## src/audio_port_one_pkg.sv

```systemverilog
// Package for the audio port one clocking and path-enable block.
// Assumes an APB slave with 32-bit data; register indexes are word indexes.
`default_nettype none

package audio_port_one_pkg;
  // Register indexes (byte address is four times the index)
  localparam logic [9:0] IDX_DSP_OUT_EN = 10'h005;
  localparam logic [9:0] IDX_TX_CH_EN = 10'h006;
  localparam logic [9:0] IDX_DSP_IN_SRC = 10'h008;
  localparam logic [9:0] IDX_BCLK_CTRL = 10'h301;
  localparam logic [9:0] IDX_TX_RATE = 10'h302;
  localparam logic [9:0] IDX_TX_FCTRL = 10'h303;
  localparam logic [9:0] IDX_RX_RATE = 10'h304;
  localparam logic [9:0] IDX_RX_FCTRL = 10'h305;
  localparam logic [9:0] IDX_RX_CH_EN = 10'h004;
  localparam logic [9:0] IDX_STATUS = 10'h310;
  // Field positions
  localparam int DSP_LEFT_BIT = 9;
  localparam int DSP_RIGHT_BIT = 8;
  localparam int BCLK_INV_BIT = 10;
  localparam int BCLK_FRC_BIT = 9;
  localparam int BCLK_MSTR_BIT = 8;
  localparam int FR_MODE_BIT = 3;
  localparam int FR_INV_BIT = 2;
  localparam int FR_FRC_BIT = 1;
  localparam int FR_MSTR_BIT = 0;
  // Reset values and minimum rate
  localparam logic [10:0] RATE_RESET = 11'h080;
  localparam logic [10:0] RATE_MIN = 11'h008;
  localparam logic [3:0] TX_FCTRL_RESET = 4'h8;
  // Divider code decode
  localparam logic [3:0] DIV_LAST_CODE = 4'hc;
  // Bit-clock generator states
  typedef enum logic [1:0] {
    BCLK_IDLE = 2'b00,
    BCLK_HIGH = 2'b01,
    BCLK_LOW = 2'b11
  } bclk_state_type;
endpackage

`default_nettype wire

```

## src/audio_port_one_clocking.sv

```systemverilog
// Bit-clock and frame-clock generation, channel and DSP path enables.
// Assumes an APB master on clk; link clock pins are sampled synchronously.
//
// Register access over APB is this design's own decision.
`default_nettype none

module audio_port_one_clocking #(
  parameter int NUM_CH = 6
) (
  input wire logic clk,
  input wire logic reset,
  input wire logic psel,
  input wire logic penable,
  input wire logic pwrite,
  input wire logic [31:0] paddr,
  input wire logic [31:0] pwdata,
  output logic [31:0] prdata,
  output logic pready,
  output logic pslverr,
  input wire logic audioCoreClockOn,
  input wire logic txFramePinSelected,
  input wire logic bitClockIn,
  output logic bitClockOut,
  output logic bitClockOe,
  input wire logic rxFrameIn,
  output logic rxFrameOut,
  output logic rxFrameOe,
  input wire logic txFrameIn,
  output logic txFrameOut,
  output logic txFrameOe,
  output logic txFrameSelected,
  output logic [NUM_CH-1:0] rxChanOn,
  output logic [NUM_CH-1:0] txChanOn,
  output logic dspLeftOutOn,
  output logic dspRightOutOn,
  output logic dspInputSource
);

  // Channel enables are one register field each; only six fit the design
  if (NUM_CH != 6) begin : g_num_ch_check
    $error("NUM_CH must be 6");
  end

  // Software registers
  logic [NUM_CH-1:0] rxChanOn_ff;
  logic [NUM_CH-1:0] txChanOn_ff;
  logic [1:0] dspOut_ff;
  logic dspSrc_ff;
  logic [10:0] bclkCtrl_ff; // Invert, force, master, divider code
  logic [10:0] txRate_ff;
  logic [10:0] rxRate_ff;
  logic [3:0] txFctrl_ff;
  logic [2:0] rxFctrl_ff;
  logic [31:0] prdata_ff;
  logic pready_ff;
  logic pslverr_ff;

  // Divider code to division ratio
  function automatic logic [6:0] divRatio(input logic [3:0] code);
    case (code)
      4'h0: divRatio = 7'h01;
      4'h1: divRatio = 7'h02;
      4'h2: divRatio = 7'h03;
      4'h3: divRatio = 7'h04;
      4'h4: divRatio = 7'h06;
      4'h5: divRatio = 7'h08;
      4'h6: divRatio = 7'h0c;
      4'h7: divRatio = 7'h10;
      4'h8: divRatio = 7'h18;
      4'h9: divRatio = 7'h20;
      4'ha: divRatio = 7'h30;
      4'hb: divRatio = 7'h40;
      default: divRatio = 7'h60;
    endcase
  endfunction

  // Rate below the minimum is clamped to keep frame timing sane
  function automatic logic [10:0] clampRate(input logic [10:0] r);
    clampRate = (r < audio_port_one_pkg::RATE_MIN) ? audio_port_one_pkg::RATE_MIN : r;
  endfunction

  // Address decode
  logic [9:0] idx;
  logic access;
  logic wrEn;
  logic mapped;
  assign idx = paddr[11:2];
  assign access = psel && penable && !pready_ff;
  assign wrEn = access && pwrite && mapped;
  always_comb begin
    case (idx)
      audio_port_one_pkg::IDX_DSP_OUT_EN, audio_port_one_pkg::IDX_TX_CH_EN,
      audio_port_one_pkg::IDX_DSP_IN_SRC, audio_port_one_pkg::IDX_BCLK_CTRL,
      audio_port_one_pkg::IDX_TX_RATE, audio_port_one_pkg::IDX_TX_FCTRL,
      audio_port_one_pkg::IDX_RX_RATE, audio_port_one_pkg::IDX_RX_FCTRL,
      audio_port_one_pkg::IDX_RX_CH_EN, audio_port_one_pkg::IDX_STATUS: mapped = 1'b1;
      default: mapped = 1'b0;
    endcase
  end

  // Register writes
  always_ff @(posedge clk) begin
    if (reset) begin
      rxChanOn_ff <= '0;
      txChanOn_ff <= '0;
      dspOut_ff <= 2'h0;
      dspSrc_ff <= 1'b0;
      bclkCtrl_ff <= 11'h000;
      txRate_ff <= audio_port_one_pkg::RATE_RESET;
      rxRate_ff <= audio_port_one_pkg::RATE_RESET;
      txFctrl_ff <= audio_port_one_pkg::TX_FCTRL_RESET;
      rxFctrl_ff <= 3'h0;
    end else if (wrEn) begin
      case (idx)
        audio_port_one_pkg::IDX_RX_CH_EN: rxChanOn_ff <= pwdata[NUM_CH-1:0];
        audio_port_one_pkg::IDX_TX_CH_EN: txChanOn_ff <= pwdata[NUM_CH-1:0];
        audio_port_one_pkg::IDX_DSP_OUT_EN: begin
          dspOut_ff <= {pwdata[audio_port_one_pkg::DSP_LEFT_BIT], pwdata[audio_port_one_pkg::DSP_RIGHT_BIT]};
        end
        audio_port_one_pkg::IDX_DSP_IN_SRC: dspSrc_ff <= pwdata[0];
        audio_port_one_pkg::IDX_BCLK_CTRL: begin
          bclkCtrl_ff <= {pwdata[audio_port_one_pkg::BCLK_INV_BIT:audio_port_one_pkg::BCLK_MSTR_BIT],
                          4'h0, pwdata[3:0]};
        end
        audio_port_one_pkg::IDX_TX_RATE: txRate_ff <= pwdata[10:0];
        audio_port_one_pkg::IDX_TX_FCTRL: txFctrl_ff <= pwdata[3:0];
        audio_port_one_pkg::IDX_RX_RATE: rxRate_ff <= pwdata[10:0];
        audio_port_one_pkg::IDX_RX_FCTRL: rxFctrl_ff <= pwdata[2:0];
        default: ;
      endcase
    end
  end

  // Field views
  logic bclkMaster;
  logic bclkForce;
  logic bclkInvert;
  logic anyChan;
  logic bclkOn;
  assign bclkMaster = bclkCtrl_ff[audio_port_one_pkg::BCLK_MSTR_BIT];
  assign bclkForce = bclkCtrl_ff[audio_port_one_pkg::BCLK_FRC_BIT];
  assign bclkInvert = bclkCtrl_ff[audio_port_one_pkg::BCLK_INV_BIT];
  assign anyChan = |rxChanOn_ff || |txChanOn_ff;
  // Driven when master with channels or when forced; never in plain slave
  assign bclkOn = bclkForce || (bclkMaster && anyChan);

  // Bit-clock generator on audio core clock; ratio latched at period ends
  audio_port_one_pkg::bclk_state_type bState_ff;
  logic [6:0] bCnt_ff;
  logic [6:0] bRatio_ff;
  logic bGen_ff;
  logic bRise;
  logic [6:0] halfHi;
  assign halfHi = bRatio_ff >> 1;
  always_ff @(posedge clk) begin
    if (reset) begin
      bState_ff <= audio_port_one_pkg::BCLK_IDLE;
      bCnt_ff <= 7'h00;
      bRatio_ff <= 7'h01;
      bGen_ff <= 1'b0;
    end else begin
      case (bState_ff)
        audio_port_one_pkg::BCLK_IDLE: begin
          bGen_ff <= 1'b0;
          if (audioCoreClockOn && bclkMaster) begin
            bRatio_ff <= divRatio(bclkCtrl_ff[3:0]);
            bCnt_ff <= 7'h00;
            bState_ff <= audio_port_one_pkg::BCLK_HIGH;
          end
        end
        audio_port_one_pkg::BCLK_HIGH, audio_port_one_pkg::BCLK_LOW: begin
          if (!audioCoreClockOn || !bclkMaster) begin
            bState_ff <= audio_port_one_pkg::BCLK_IDLE;
            bGen_ff <= 1'b0;
          end else if (bCnt_ff == bRatio_ff - 7'h01) begin
            // Period end: while running, take new ratio here only; idle exit also loads it
            bCnt_ff <= 7'h00;
            bRatio_ff <= divRatio(bclkCtrl_ff[3:0]);
            bGen_ff <= 1'b1;
            bState_ff <= audio_port_one_pkg::BCLK_HIGH;
          end else begin
            bCnt_ff <= bCnt_ff + 7'h01;
            if (bCnt_ff + 7'h01 >= halfHi && bRatio_ff != 7'h01) begin
              bGen_ff <= 1'b0;
              bState_ff <= audio_port_one_pkg::BCLK_LOW;
            end
          end
        end
        default: bState_ff <= audio_port_one_pkg::BCLK_IDLE;
      endcase
    end
  end

  // Source bit clock: internal when master, else pin; edge detect it
  logic bSrc;
  logic bSrcPrev_ff;
  assign bSrc = bclkMaster ? bGen_ff : bitClockIn;
  always_ff @(posedge clk) begin
    if (reset) bSrcPrev_ff <= 1'b0;
    else bSrcPrev_ff <= bSrc;
  end
  // Ratio 1 runs at clk rate; count every cycle then
  assign bRise = bclkMaster ? (bGen_ff && (!bSrcPrev_ff || bRatio_ff == 7'h01) &&
                               bState_ff != audio_port_one_pkg::BCLK_IDLE)
                            : (bSrc && !bSrcPrev_ff);

  // Frame dividers count bit-clock rising edges; rate taken at frame end
  logic [10:0] rxCnt_ff;
  logic [10:0] rxPer_ff;
  logic rxGen_ff;
  logic [10:0] txCnt_ff;
  logic [10:0] txPer_ff;
  logic txGen_ff;
  always_ff @(posedge clk) begin
    if (reset) begin
      rxCnt_ff <= 11'h000;
      rxPer_ff <= audio_port_one_pkg::RATE_RESET;
      rxGen_ff <= 1'b0;
    end else if (bRise) begin
      if (rxCnt_ff >= rxPer_ff - 11'h001) begin
        rxCnt_ff <= 11'h000;
        rxPer_ff <= clampRate(rxRate_ff);
        rxGen_ff <= 1'b1;
      end else begin
        rxCnt_ff <= rxCnt_ff + 11'h001;
        if (rxCnt_ff + 11'h001 == (rxPer_ff >> 1)) rxGen_ff <= 1'b0;
      end
    end
  end
  always_ff @(posedge clk) begin
    if (reset) begin
      txCnt_ff <= 11'h000;
      txPer_ff <= audio_port_one_pkg::RATE_RESET;
      txGen_ff <= 1'b0;
    end else if (bRise) begin
      if (txCnt_ff >= txPer_ff - 11'h001) begin
        txCnt_ff <= 11'h000;
        txPer_ff <= clampRate(txRate_ff);
        txGen_ff <= 1'b1;
      end else begin
        txCnt_ff <= txCnt_ff + 11'h001;
        if (txCnt_ff + 11'h001 == (txPer_ff >> 1)) txGen_ff <= 1'b0;
      end
    end
  end

  // Frame clock enables
  logic rxMaster;
  logic txMaster;
  logic separateTx;
  logic rxOn;
  logic txOn;
  logic bclkPresent;
  assign rxMaster = rxFctrl_ff[audio_port_one_pkg::FR_MSTR_BIT];
  assign txMaster = txFctrl_ff[audio_port_one_pkg::FR_MSTR_BIT];
  // Software must route the pin before the separate TX frame is used
  assign separateTx = !txFctrl_ff[audio_port_one_pkg::FR_MODE_BIT] && txFramePinSelected;
  assign bclkPresent = bclkMaster ? (bState_ff != audio_port_one_pkg::BCLK_IDLE) : 1'b1;
  assign rxOn = bclkPresent && (rxFctrl_ff[audio_port_one_pkg::FR_FRC_BIT] ||
                (rxMaster && (separateTx ? |rxChanOn_ff : anyChan)));
  assign txOn = bclkPresent && separateTx &&
                (txFctrl_ff[audio_port_one_pkg::FR_FRC_BIT] || (txMaster && |txChanOn_ff));

  // Registered pins and status
  always_ff @(posedge clk) begin
    if (reset) begin
      bitClockOut <= 1'b0;
      bitClockOe <= 1'b0;
      rxFrameOut <= 1'b0;
      rxFrameOe <= 1'b0;
      txFrameOut <= 1'b0;
      txFrameOe <= 1'b0;
      txFrameSelected <= 1'b0;
    end else begin
      bitClockOut <= bSrc ^ bclkInvert;
      bitClockOe <= bclkOn;
      rxFrameOut <= (rxMaster ? rxGen_ff : rxFrameIn) ^ rxFctrl_ff[audio_port_one_pkg::FR_INV_BIT];
      rxFrameOe <= rxOn;
      txFrameOut <= (txMaster ? txGen_ff : txFrameIn) ^ txFctrl_ff[audio_port_one_pkg::FR_INV_BIT];
      txFrameOe <= txOn;
      txFrameSelected <= separateTx;
    end
  end

  // Enable outputs straight from registers
  assign rxChanOn = rxChanOn_ff;
  assign txChanOn = txChanOn_ff;
  assign dspLeftOutOn = dspOut_ff[1];
  assign dspRightOutOn = dspOut_ff[0];
  assign dspInputSource = dspSrc_ff;

  // APB read and answer, one wait state
  always_ff @(posedge clk) begin
    if (reset) begin
      prdata_ff <= 32'h0;
      pready_ff <= 1'b0;
      pslverr_ff <= 1'b0;
    end else begin
      pready_ff <= access;
      pslverr_ff <= access && !mapped;
      prdata_ff <= 32'h0;
      if (access && !pwrite) begin
        case (idx)
          audio_port_one_pkg::IDX_RX_CH_EN: prdata_ff <= {26'h0, rxChanOn_ff};
          audio_port_one_pkg::IDX_TX_CH_EN: prdata_ff <= {26'h0, txChanOn_ff};
          audio_port_one_pkg::IDX_DSP_OUT_EN: prdata_ff <= {22'h0, dspOut_ff, 8'h0};
          audio_port_one_pkg::IDX_DSP_IN_SRC: prdata_ff <= {31'h0, dspSrc_ff};
          audio_port_one_pkg::IDX_BCLK_CTRL: prdata_ff <= {21'h0, bclkCtrl_ff};
          audio_port_one_pkg::IDX_TX_RATE: prdata_ff <= {21'h0, txRate_ff};
          audio_port_one_pkg::IDX_TX_FCTRL: prdata_ff <= {28'h0, txFctrl_ff};
          audio_port_one_pkg::IDX_RX_RATE: prdata_ff <= {21'h0, rxRate_ff};
          audio_port_one_pkg::IDX_RX_FCTRL: prdata_ff <= {29'h0, rxFctrl_ff};
          audio_port_one_pkg::IDX_STATUS: prdata_ff <= {26'h0, txOn, rxOn, bclkOn, bclkPresent, bState_ff};
          default: prdata_ff <= 32'h0;
        endcase
      end
    end
  end
  assign prdata = prdata_ff;
  assign pready = pready_ff;
  assign pslverr = pslverr_ff;

endmodule

`default_nettype wire

```

## config.mk

```make
export PLATFORM = sky130hd
export DESIGN_NAME = audio_port_one_clocking
export DESIGN_NICKNAME = d
export VERILOG_FILES = /design/src/audio_port_one_pkg.sv /design/src/audio_port_one_clocking.sv
export SDC_FILE = /design/constraint.sdc
export NUM_CORES = 1
export LEC_CHECK = 0
export ABC_AREA = 1
export BUFFER_PORTS_ARGS = -buffer_cell sky130_fd_sc_hd__clkbuf_2
export CAP_MARGIN = 20
export CORE_MARGIN = 8
export CORE_UTILIZATION = 50
export DETAILED_ROUTE_END_ITERATION = 8
export PLACE_DENSITY_LB_ADDON = 0.08
export RECOVER_POWER = 25
export SETUP_SLACK_MARGIN = 0.02
export SLEW_MARGIN = 40
export SYNTH_ARGS = -nofsm -noshare
export SYNTH_HDL_FRONTEND = slang
export SYNTH_SLANG_ARGS = --single-unit
```

## constraint.sdc

```tcl
create_clock -name clk -period 2.8 [get_ports clk]
set_input_delay 0.84 -clock clk [delete_from_list [all_inputs] [get_ports clk]]
set_output_delay 0.84 -clock clk [all_outputs]
set_load 0.02 [all_outputs]
```

Yosys cells after proc, flatten, opt, wreduce, memory -nomap -nowiden
Memories as Yosys holds them, arrays and structs flattened. A register that Yosys moved wholly into a read port is not among the register bits.
Cells that the tools add are included.
{ "totals": {"regBits": 156, "rom_bits": 224, "input_bits": 74, "output_inout_bits": 56, "wordCells": 163, "memories": 2} }
{ "op_classes": {"addsub": 6, "n_lt_le_gt_ge": 5, "eq_ne": 21, "mux": 37, "n_bitwise": 4, "reduce_logical": 58} }
{ "memory_table": {"columns": ["memory", "depth", "width", "rd", "rd_clocked_by_memory_dff", "write_ports", "line", "rtl"], "rows": [
  ["(name not given)", 16, 7, 1, 1, 0, "audio_port_one_clocking.sv:60", "case (code)"],
  ["(name not given)", 16, 7, 1, 1, 0, "audio_port_one_clocking.sv:60", null]
]} }
{ "ops": {"columns": ["op", "count"], "rows": [
  ["11-bit case mux with 10 select lines", 1],
  ["10-bit equality test (second input constant)", 6],
  ["11-bit two-way mux", 4],
  ["7-bit two-way mux", 6],
  ["10-bit by 3-bit equality test with 1-bit output (second input constant)", 3],
  ["2-bit AND reduction", 15],
  ["7-bit case mux with 2 select lines", 2],
  ["11-bit by 1-bit adder with 11-bit output (second input constant)", 2],
  ["11-bit by 10-bit equality test with 1-bit output", 2],
  ["11-bit greater-or-equal comparator", 2],
  ["11-bit by 4-bit < comparator with 1-bit output (second input constant)", 2],
  ["11-bit by 1-bit subtractor with 11-bit output (second input constant)", 2],
  ["1-bit logical AND", 18],
  ["4-bit two-way mux", 4],
  ["1-bit two-way mux", 14],
  ["6-bit OR reduction", 2],
  ["10-bit by 4-bit equality test with 1-bit output (second input constant)", 1],
  ["10-bit OR reduction", 1],
  ["2-bit two-way mux", 4],
  ["2-bit nonzero test", 4],
  ["7-bit by 1-bit adder with 7-bit output (second input constant)", 1],
  ["7-bit by 1-bit equality test with 1-bit output (second input constant)", 1],
  ["7-bit equality test", 1],
  ["7-bit by 6-bit greater-or-equal comparator with 1-bit output", 1],
  ["other kinds (16)", 32]
]} }

Logic depth before layout (Yosys ltp)
{ "logic_depth": {"depth_word": 7, "mapped_depth": 17, "mapped_depth_nobuf": 16} }

Worst setup path before layout
No wires, ideal clock.
{ "synth_path": {"kind": "register to register", "from": "register rxPer_ff[0]", "to": "register rxPer_ff[8]", "setup_ns": 0.070, "arrival_time_ns": 2.547, "required_time_ns": 2.730, "slack_ns": 0.183, "path_stages_with_launch": 17, "n_path_buf": 1, "cell_sequence": "dfxtp_1 -> inv_1 -> ha_1 -> nand2_1 -> nor3_1 -> nand3_1 -> nor3_1 -> xor2_1 -> ha_1 -> nand2_1 -> nor2_1 -> a211oi_1 -> nand4_1 -> nand2_1 -> clkbuf_1 -> o21ai_0 -> a21oi_1"} }
{ "synth_between": {"elab_chain_cells": 3} }
{ "synth_rtl": {"columns": ["element", "line", "rtl"], "rows": [
  ["from (decl)", "audio_port_one_clocking.sv:209", "logic [10:0] rxPer_ff;"],
  ["from (signal assigned)", "audio_port_one_clocking.sv:217", "rxPer_ff <= audio_port_one_pkg::RATE_RESET;"],
  ["from (signal assigned)", "audio_port_one_clocking.sv:222", "rxPer_ff <= clampRate(rxRate_ff);"],
  ["11-bit by 1-bit subtractor with 11-bit output", "audio_port_one_clocking.sv:220", "if (rxCnt_ff >= rxPer_ff - 11'h001) begin"],
  ["11-bit greater-or-equal comparator", "audio_port_one_clocking.sv:220", null],
  ["2-bit AND reduction (no source line)", null, null]
]} }
No other way between the ends.
A chain may end at the register's enable or synchronous reset.

Worst setup path after layout
{ "layout_path": {"from": "register rxPer_ff[1]", "to": "register rxCnt_ff[4]"} }
{ "layout_between": {"elab_chain_cells": 3} }
{ "layout_rtl": {"columns": ["element", "line", "rtl"], "rows": [
  ["11-bit by 1-bit subtractor with 11-bit output", "audio_port_one_clocking.sv:220", null],
  ["11-bit greater-or-equal comparator", "audio_port_one_clocking.sv:220", null],
  ["11-bit two-way mux", "audio_port_one_clocking.sv:220", null],
  ["to (signal assigned)", "audio_port_one_clocking.sv:225", "rxCnt_ff <= rxCnt_ff + 11'h001;"],
  ["to (decl)", "audio_port_one_clocking.sv:208", "logic [10:0] rxCnt_ff;"]
]} }
No other way between the ends.

==> impl_metrics.yaml <==
clock_network:
  clock_latency_ps: 430
  cts.clk_slew.worst_paths_ps: 60
  clock-sinks: 142
  cts_buffer_depth: 2
  htreeDepth: 4
  cts_tree: "done"
  cts-root-buf: "clkbuf_16"
  cts_buffers: 17
synth:
  synth_area_per_cell_um2: 7.11
  syn_area_um2: 7920
  async_reset_ff_share_pct: 0
  yosysTopAreaCell: "dfxtp_1"
  synth_ff_type: "dfxtp_1"
  syn_inst: 1114
  muxShareOfSynthArea_pct: 0.253
  yosysWarnings: 0
  synth-adder-area-share_pct: 5.84
  synthXorXnorAreaFrac_pct: 4.20
  yosysMostFrequentCell: "nand2_1"
  synth_seq_area_share_pct: 35.9
  ys_seq_elements: 142
  synth_top_family_by_area: "simple AND/OR/NAND/NOR gates"
  synthTopCellsByArea: "dfxtp_1 36%, nand2_1 9.0%, inv_1 6.9%"
  synth_top_cells_by_count: "190 x nand2_1, 145 x inv_1, 142 x dfxtp_1"
  synth.distinct_cells: 51
  yosys.area.top_type_share_pct: 35.9
  synth_edf_count: 0
  yosys.area_share.simple_pct: 25.7
  synth_compound_area_share_pct: 16.6
sta:
  fin_crit_ps: 2760
  finalMaxSlewViolations: 0
  clock-skew-final_ps: 14.8
  setup_tns_ps: 0
  fin_crit_sh_pct: 98.5
  setup_violations: 0
  rsz0062_at_grt: "true"
  max_freq_ghz: 0.362
  worstMarginPinSlew_ps: 608
  timing.slew.headroom_pct: 59.2
  hold_viol: 0
power:
  p_clk_share_pct: 36.3
  p_per_area_nw_per_um2: 711
  p_leak_nw: 4.22
  max-vdd-ir-drop_v: 0.000478
  power_frac_comb_pct: 29.5
  power_switching_mw: 2.21
  p_seq_share_pct: 34.1
  p_int_mw: 4.60
  power_switching_share_pct: 32.5
final_layout:
  finalNetCount: 1325
  final-instance-count-excl-fill: 1442
  drive_above_1_share_pct: 19.5
  nFillCells: 1446
  areaGrowthSynthToFinish_pct: 21.0
  n_antenna_cell: 0
  utilization_pct: 61.0
drt:
  wl_um: 21800
  ant_nets: 0
  viasPerCell: 5.16
  wl_met2_um: 10300
  via_count: 7446
  top_layer: "met4"
  drtPass1Iterations: 5
  wl_met1_um: 10300
  drtIter0Drc: 618
  drc: 0
  wl_per_cell_um: 15.1
  wl_met3_um: 804
floorplanning:
  die_y_um: 142
  num_io_pins: 130
  initial_utilization_pct: 50.4
  rows: 46
  core-area_um2: 15700
  die-area_um2: 20100
  die_w_um: 142
worst_setup_path:
  crit_type: "reg -> reg"
  start_kind: "register"
  worst_ep_arrival_time_ps: 3100
  cp_max_fo: 11
  cp.required_ps: 3140
  end_kind: "register"
job:
  maxCapViolCount: 0
place:
  dp_cells: 1401
  place_hpwl_um: 16200
  place.gp.congestion: 0.907
  portBuffers: 65
global_route:
  grt_pass1_wl_um: 35200
  grt_pass1_vias: 7053
  grt_util_all_layers_pct: 22.0
  antenna_found_initial: 0
  grt_max_degree: 39
  grt_overflow_total: 0
outcome:
  status: "completed"
hold_path:
  hp-class: "reg -> reg"
==> logic make-up (layout without fill, tap and decap cells) <==
kind of cell	count (synthesis)	count (layout)
buffers and inverters	210	302
adders and majority gates	37	37
xor gates and xnor gates	38	38
DFF	142	142
and+or+nand+nor	449	449
muxes	2	2
other	1	21
AOI/OAI and AO/OA	235	235
==> placed cells by master, fill, tap and decap left out, types with 5 or more instances in the layout <==
cell type  instances
a21oi_1           98
o21ai_0           56
clkbuf_2          65
nor3_2             9
o21ai_2           11
ha_1              35
conb_1            21
dfxtp_2            5
o21ai_1           12
a211oi_2           9
nor2_2            10
a211oi_1          15
nor3_1            12
buf_6              8
inv_1            140
inv_2             14
nand3_1           76
xnor2_1            8
nand2_1          185
clkbuf_16         17
o22ai_1            7
nor2_1            96
buf_4             39
dfxtp_1          137
nand2_2            6
nand3_2            6
xor2_1            30
nand4_1           28
o211ai_1           6
a21oi_2            7
==> state kept, by name, summed over array words and instances, names as in the netlist, 2 cells and up, named ones only <==
| name | count |
|---|---|
| txPer_ff | 11 |
| bState_ff | 2 |
| txFctrl_ff | 4 |
| rxChanOn | 6 |
| rxFctrl_ff | 3 |
| bRatio_ff | 7 |
| bCnt_ff | 7 |
| rxCnt_ff | 11 |
| dspOut_ff | 2 |
| prdata | 11 |
| txCnt_ff | 11 |
| rxRate_ff | 11 |
| rxPer_ff | 11 |
| bclkCtrl_ff | 7 |
| txChanOn | 6 |
| txRate_ff | 11 |
==> metal layers <==
layer  vias up  GRT usage [%]
met2       139           36.2
met5         -              0
met4         0           7.97
li1       3865              -
met1      3419           27.9
met3        23           4.37
==> stage by stage <==
step                      instance area (um^2)  hold WS, ps  power [mW]  setup slack, ps
after CTS                                 9290          469        6.53             11.7
after floorplan                           8000          437        3.52              183
after detailed placement                  8610          460        4.01            -41.5
final                                     9580          469        6.82             41.0
after global routing                      9580          496        7.19             -138
after global placement                    8610          459        3.99            -18.2
==> final cells by class <==
| type | count | area, um^2 | share of cell area [%] |
|---|---|---|---|
| clock buffer | 20 | 457 | 4.77 |
| clock inverter | 11 | 181 | 1.89 |
| inverter | 156 | 596 | 6.21 |
| multi-input combinational | 782 | 4480 | 46.7 |
| sequential | 142 | 2850 | 29.7 |
| tap | 216 | 270 | 2.82 |
| timing repair buffer | 115 | 753 | 7.86 |
==> worst paths after layout <==
kind                            cells past startpoint            to  slack [ps]         start
worst max-delay path                               17   rxCnt_ff[4]          40   rxPer_ff[1]
worst min-delay path                                2  dspOut_ff[1]         470  dspOut_ff[1]
worst max register to register                     17   rxCnt_ff[4]          40   rxPer_ff[1]
worst min register to register                      2  dspOut_ff[1]         470  dspOut_ff[1]
==> worst max-delay path, cell delays in order, from the launching register on <==
cell      delay, ps
dfxtp_2         330
inv_2            80
ha_4            150
nand2_4          60
nor3_4          160
buf_6           120
nand3_4          70
buf_6           130
xor2_1          140
ha_1            320
a21oi_2         150
nor2_1           50
a211oi_1        170
nand4_1         170
nand2_2         170
nand2_2          80
buf_12          160
a211oi_1        150
==> power by group through the flow <==
| stage | Combinational (mW) | Clock, mW | Sequential, mW |
|---|---|---|---|
| 2_1_floorplan | 1.22 | 0 | 2.30 |
| 3_3_place_gp | 1.64 | 0 | 2.35 |
| 5_1_grt | 2.26 | 2.58 | 2.35 |
| 4_1_cts | 1.73 | 2.49 | 2.31 |
| 3_5_place_dp | 1.66 | 0 | 2.35 |
| 6_report | 2.01 | 2.48 | 2.33 |
==> what timing repair did <==
| action | CTS | global route |
|---|---|---|
| hold endpoints to repair | 0 | 0 |
| hold buffers | 0 | 0 |
| pin swaps | 4 | 16 |
| cloned | 0 | 1 |
| gates resized for setup | 8 | 70 |
| setup buffers | 3 | 7 |
| setup endpoints to repair | 12 | 45 |
Power figures use the tool's default switching activity.
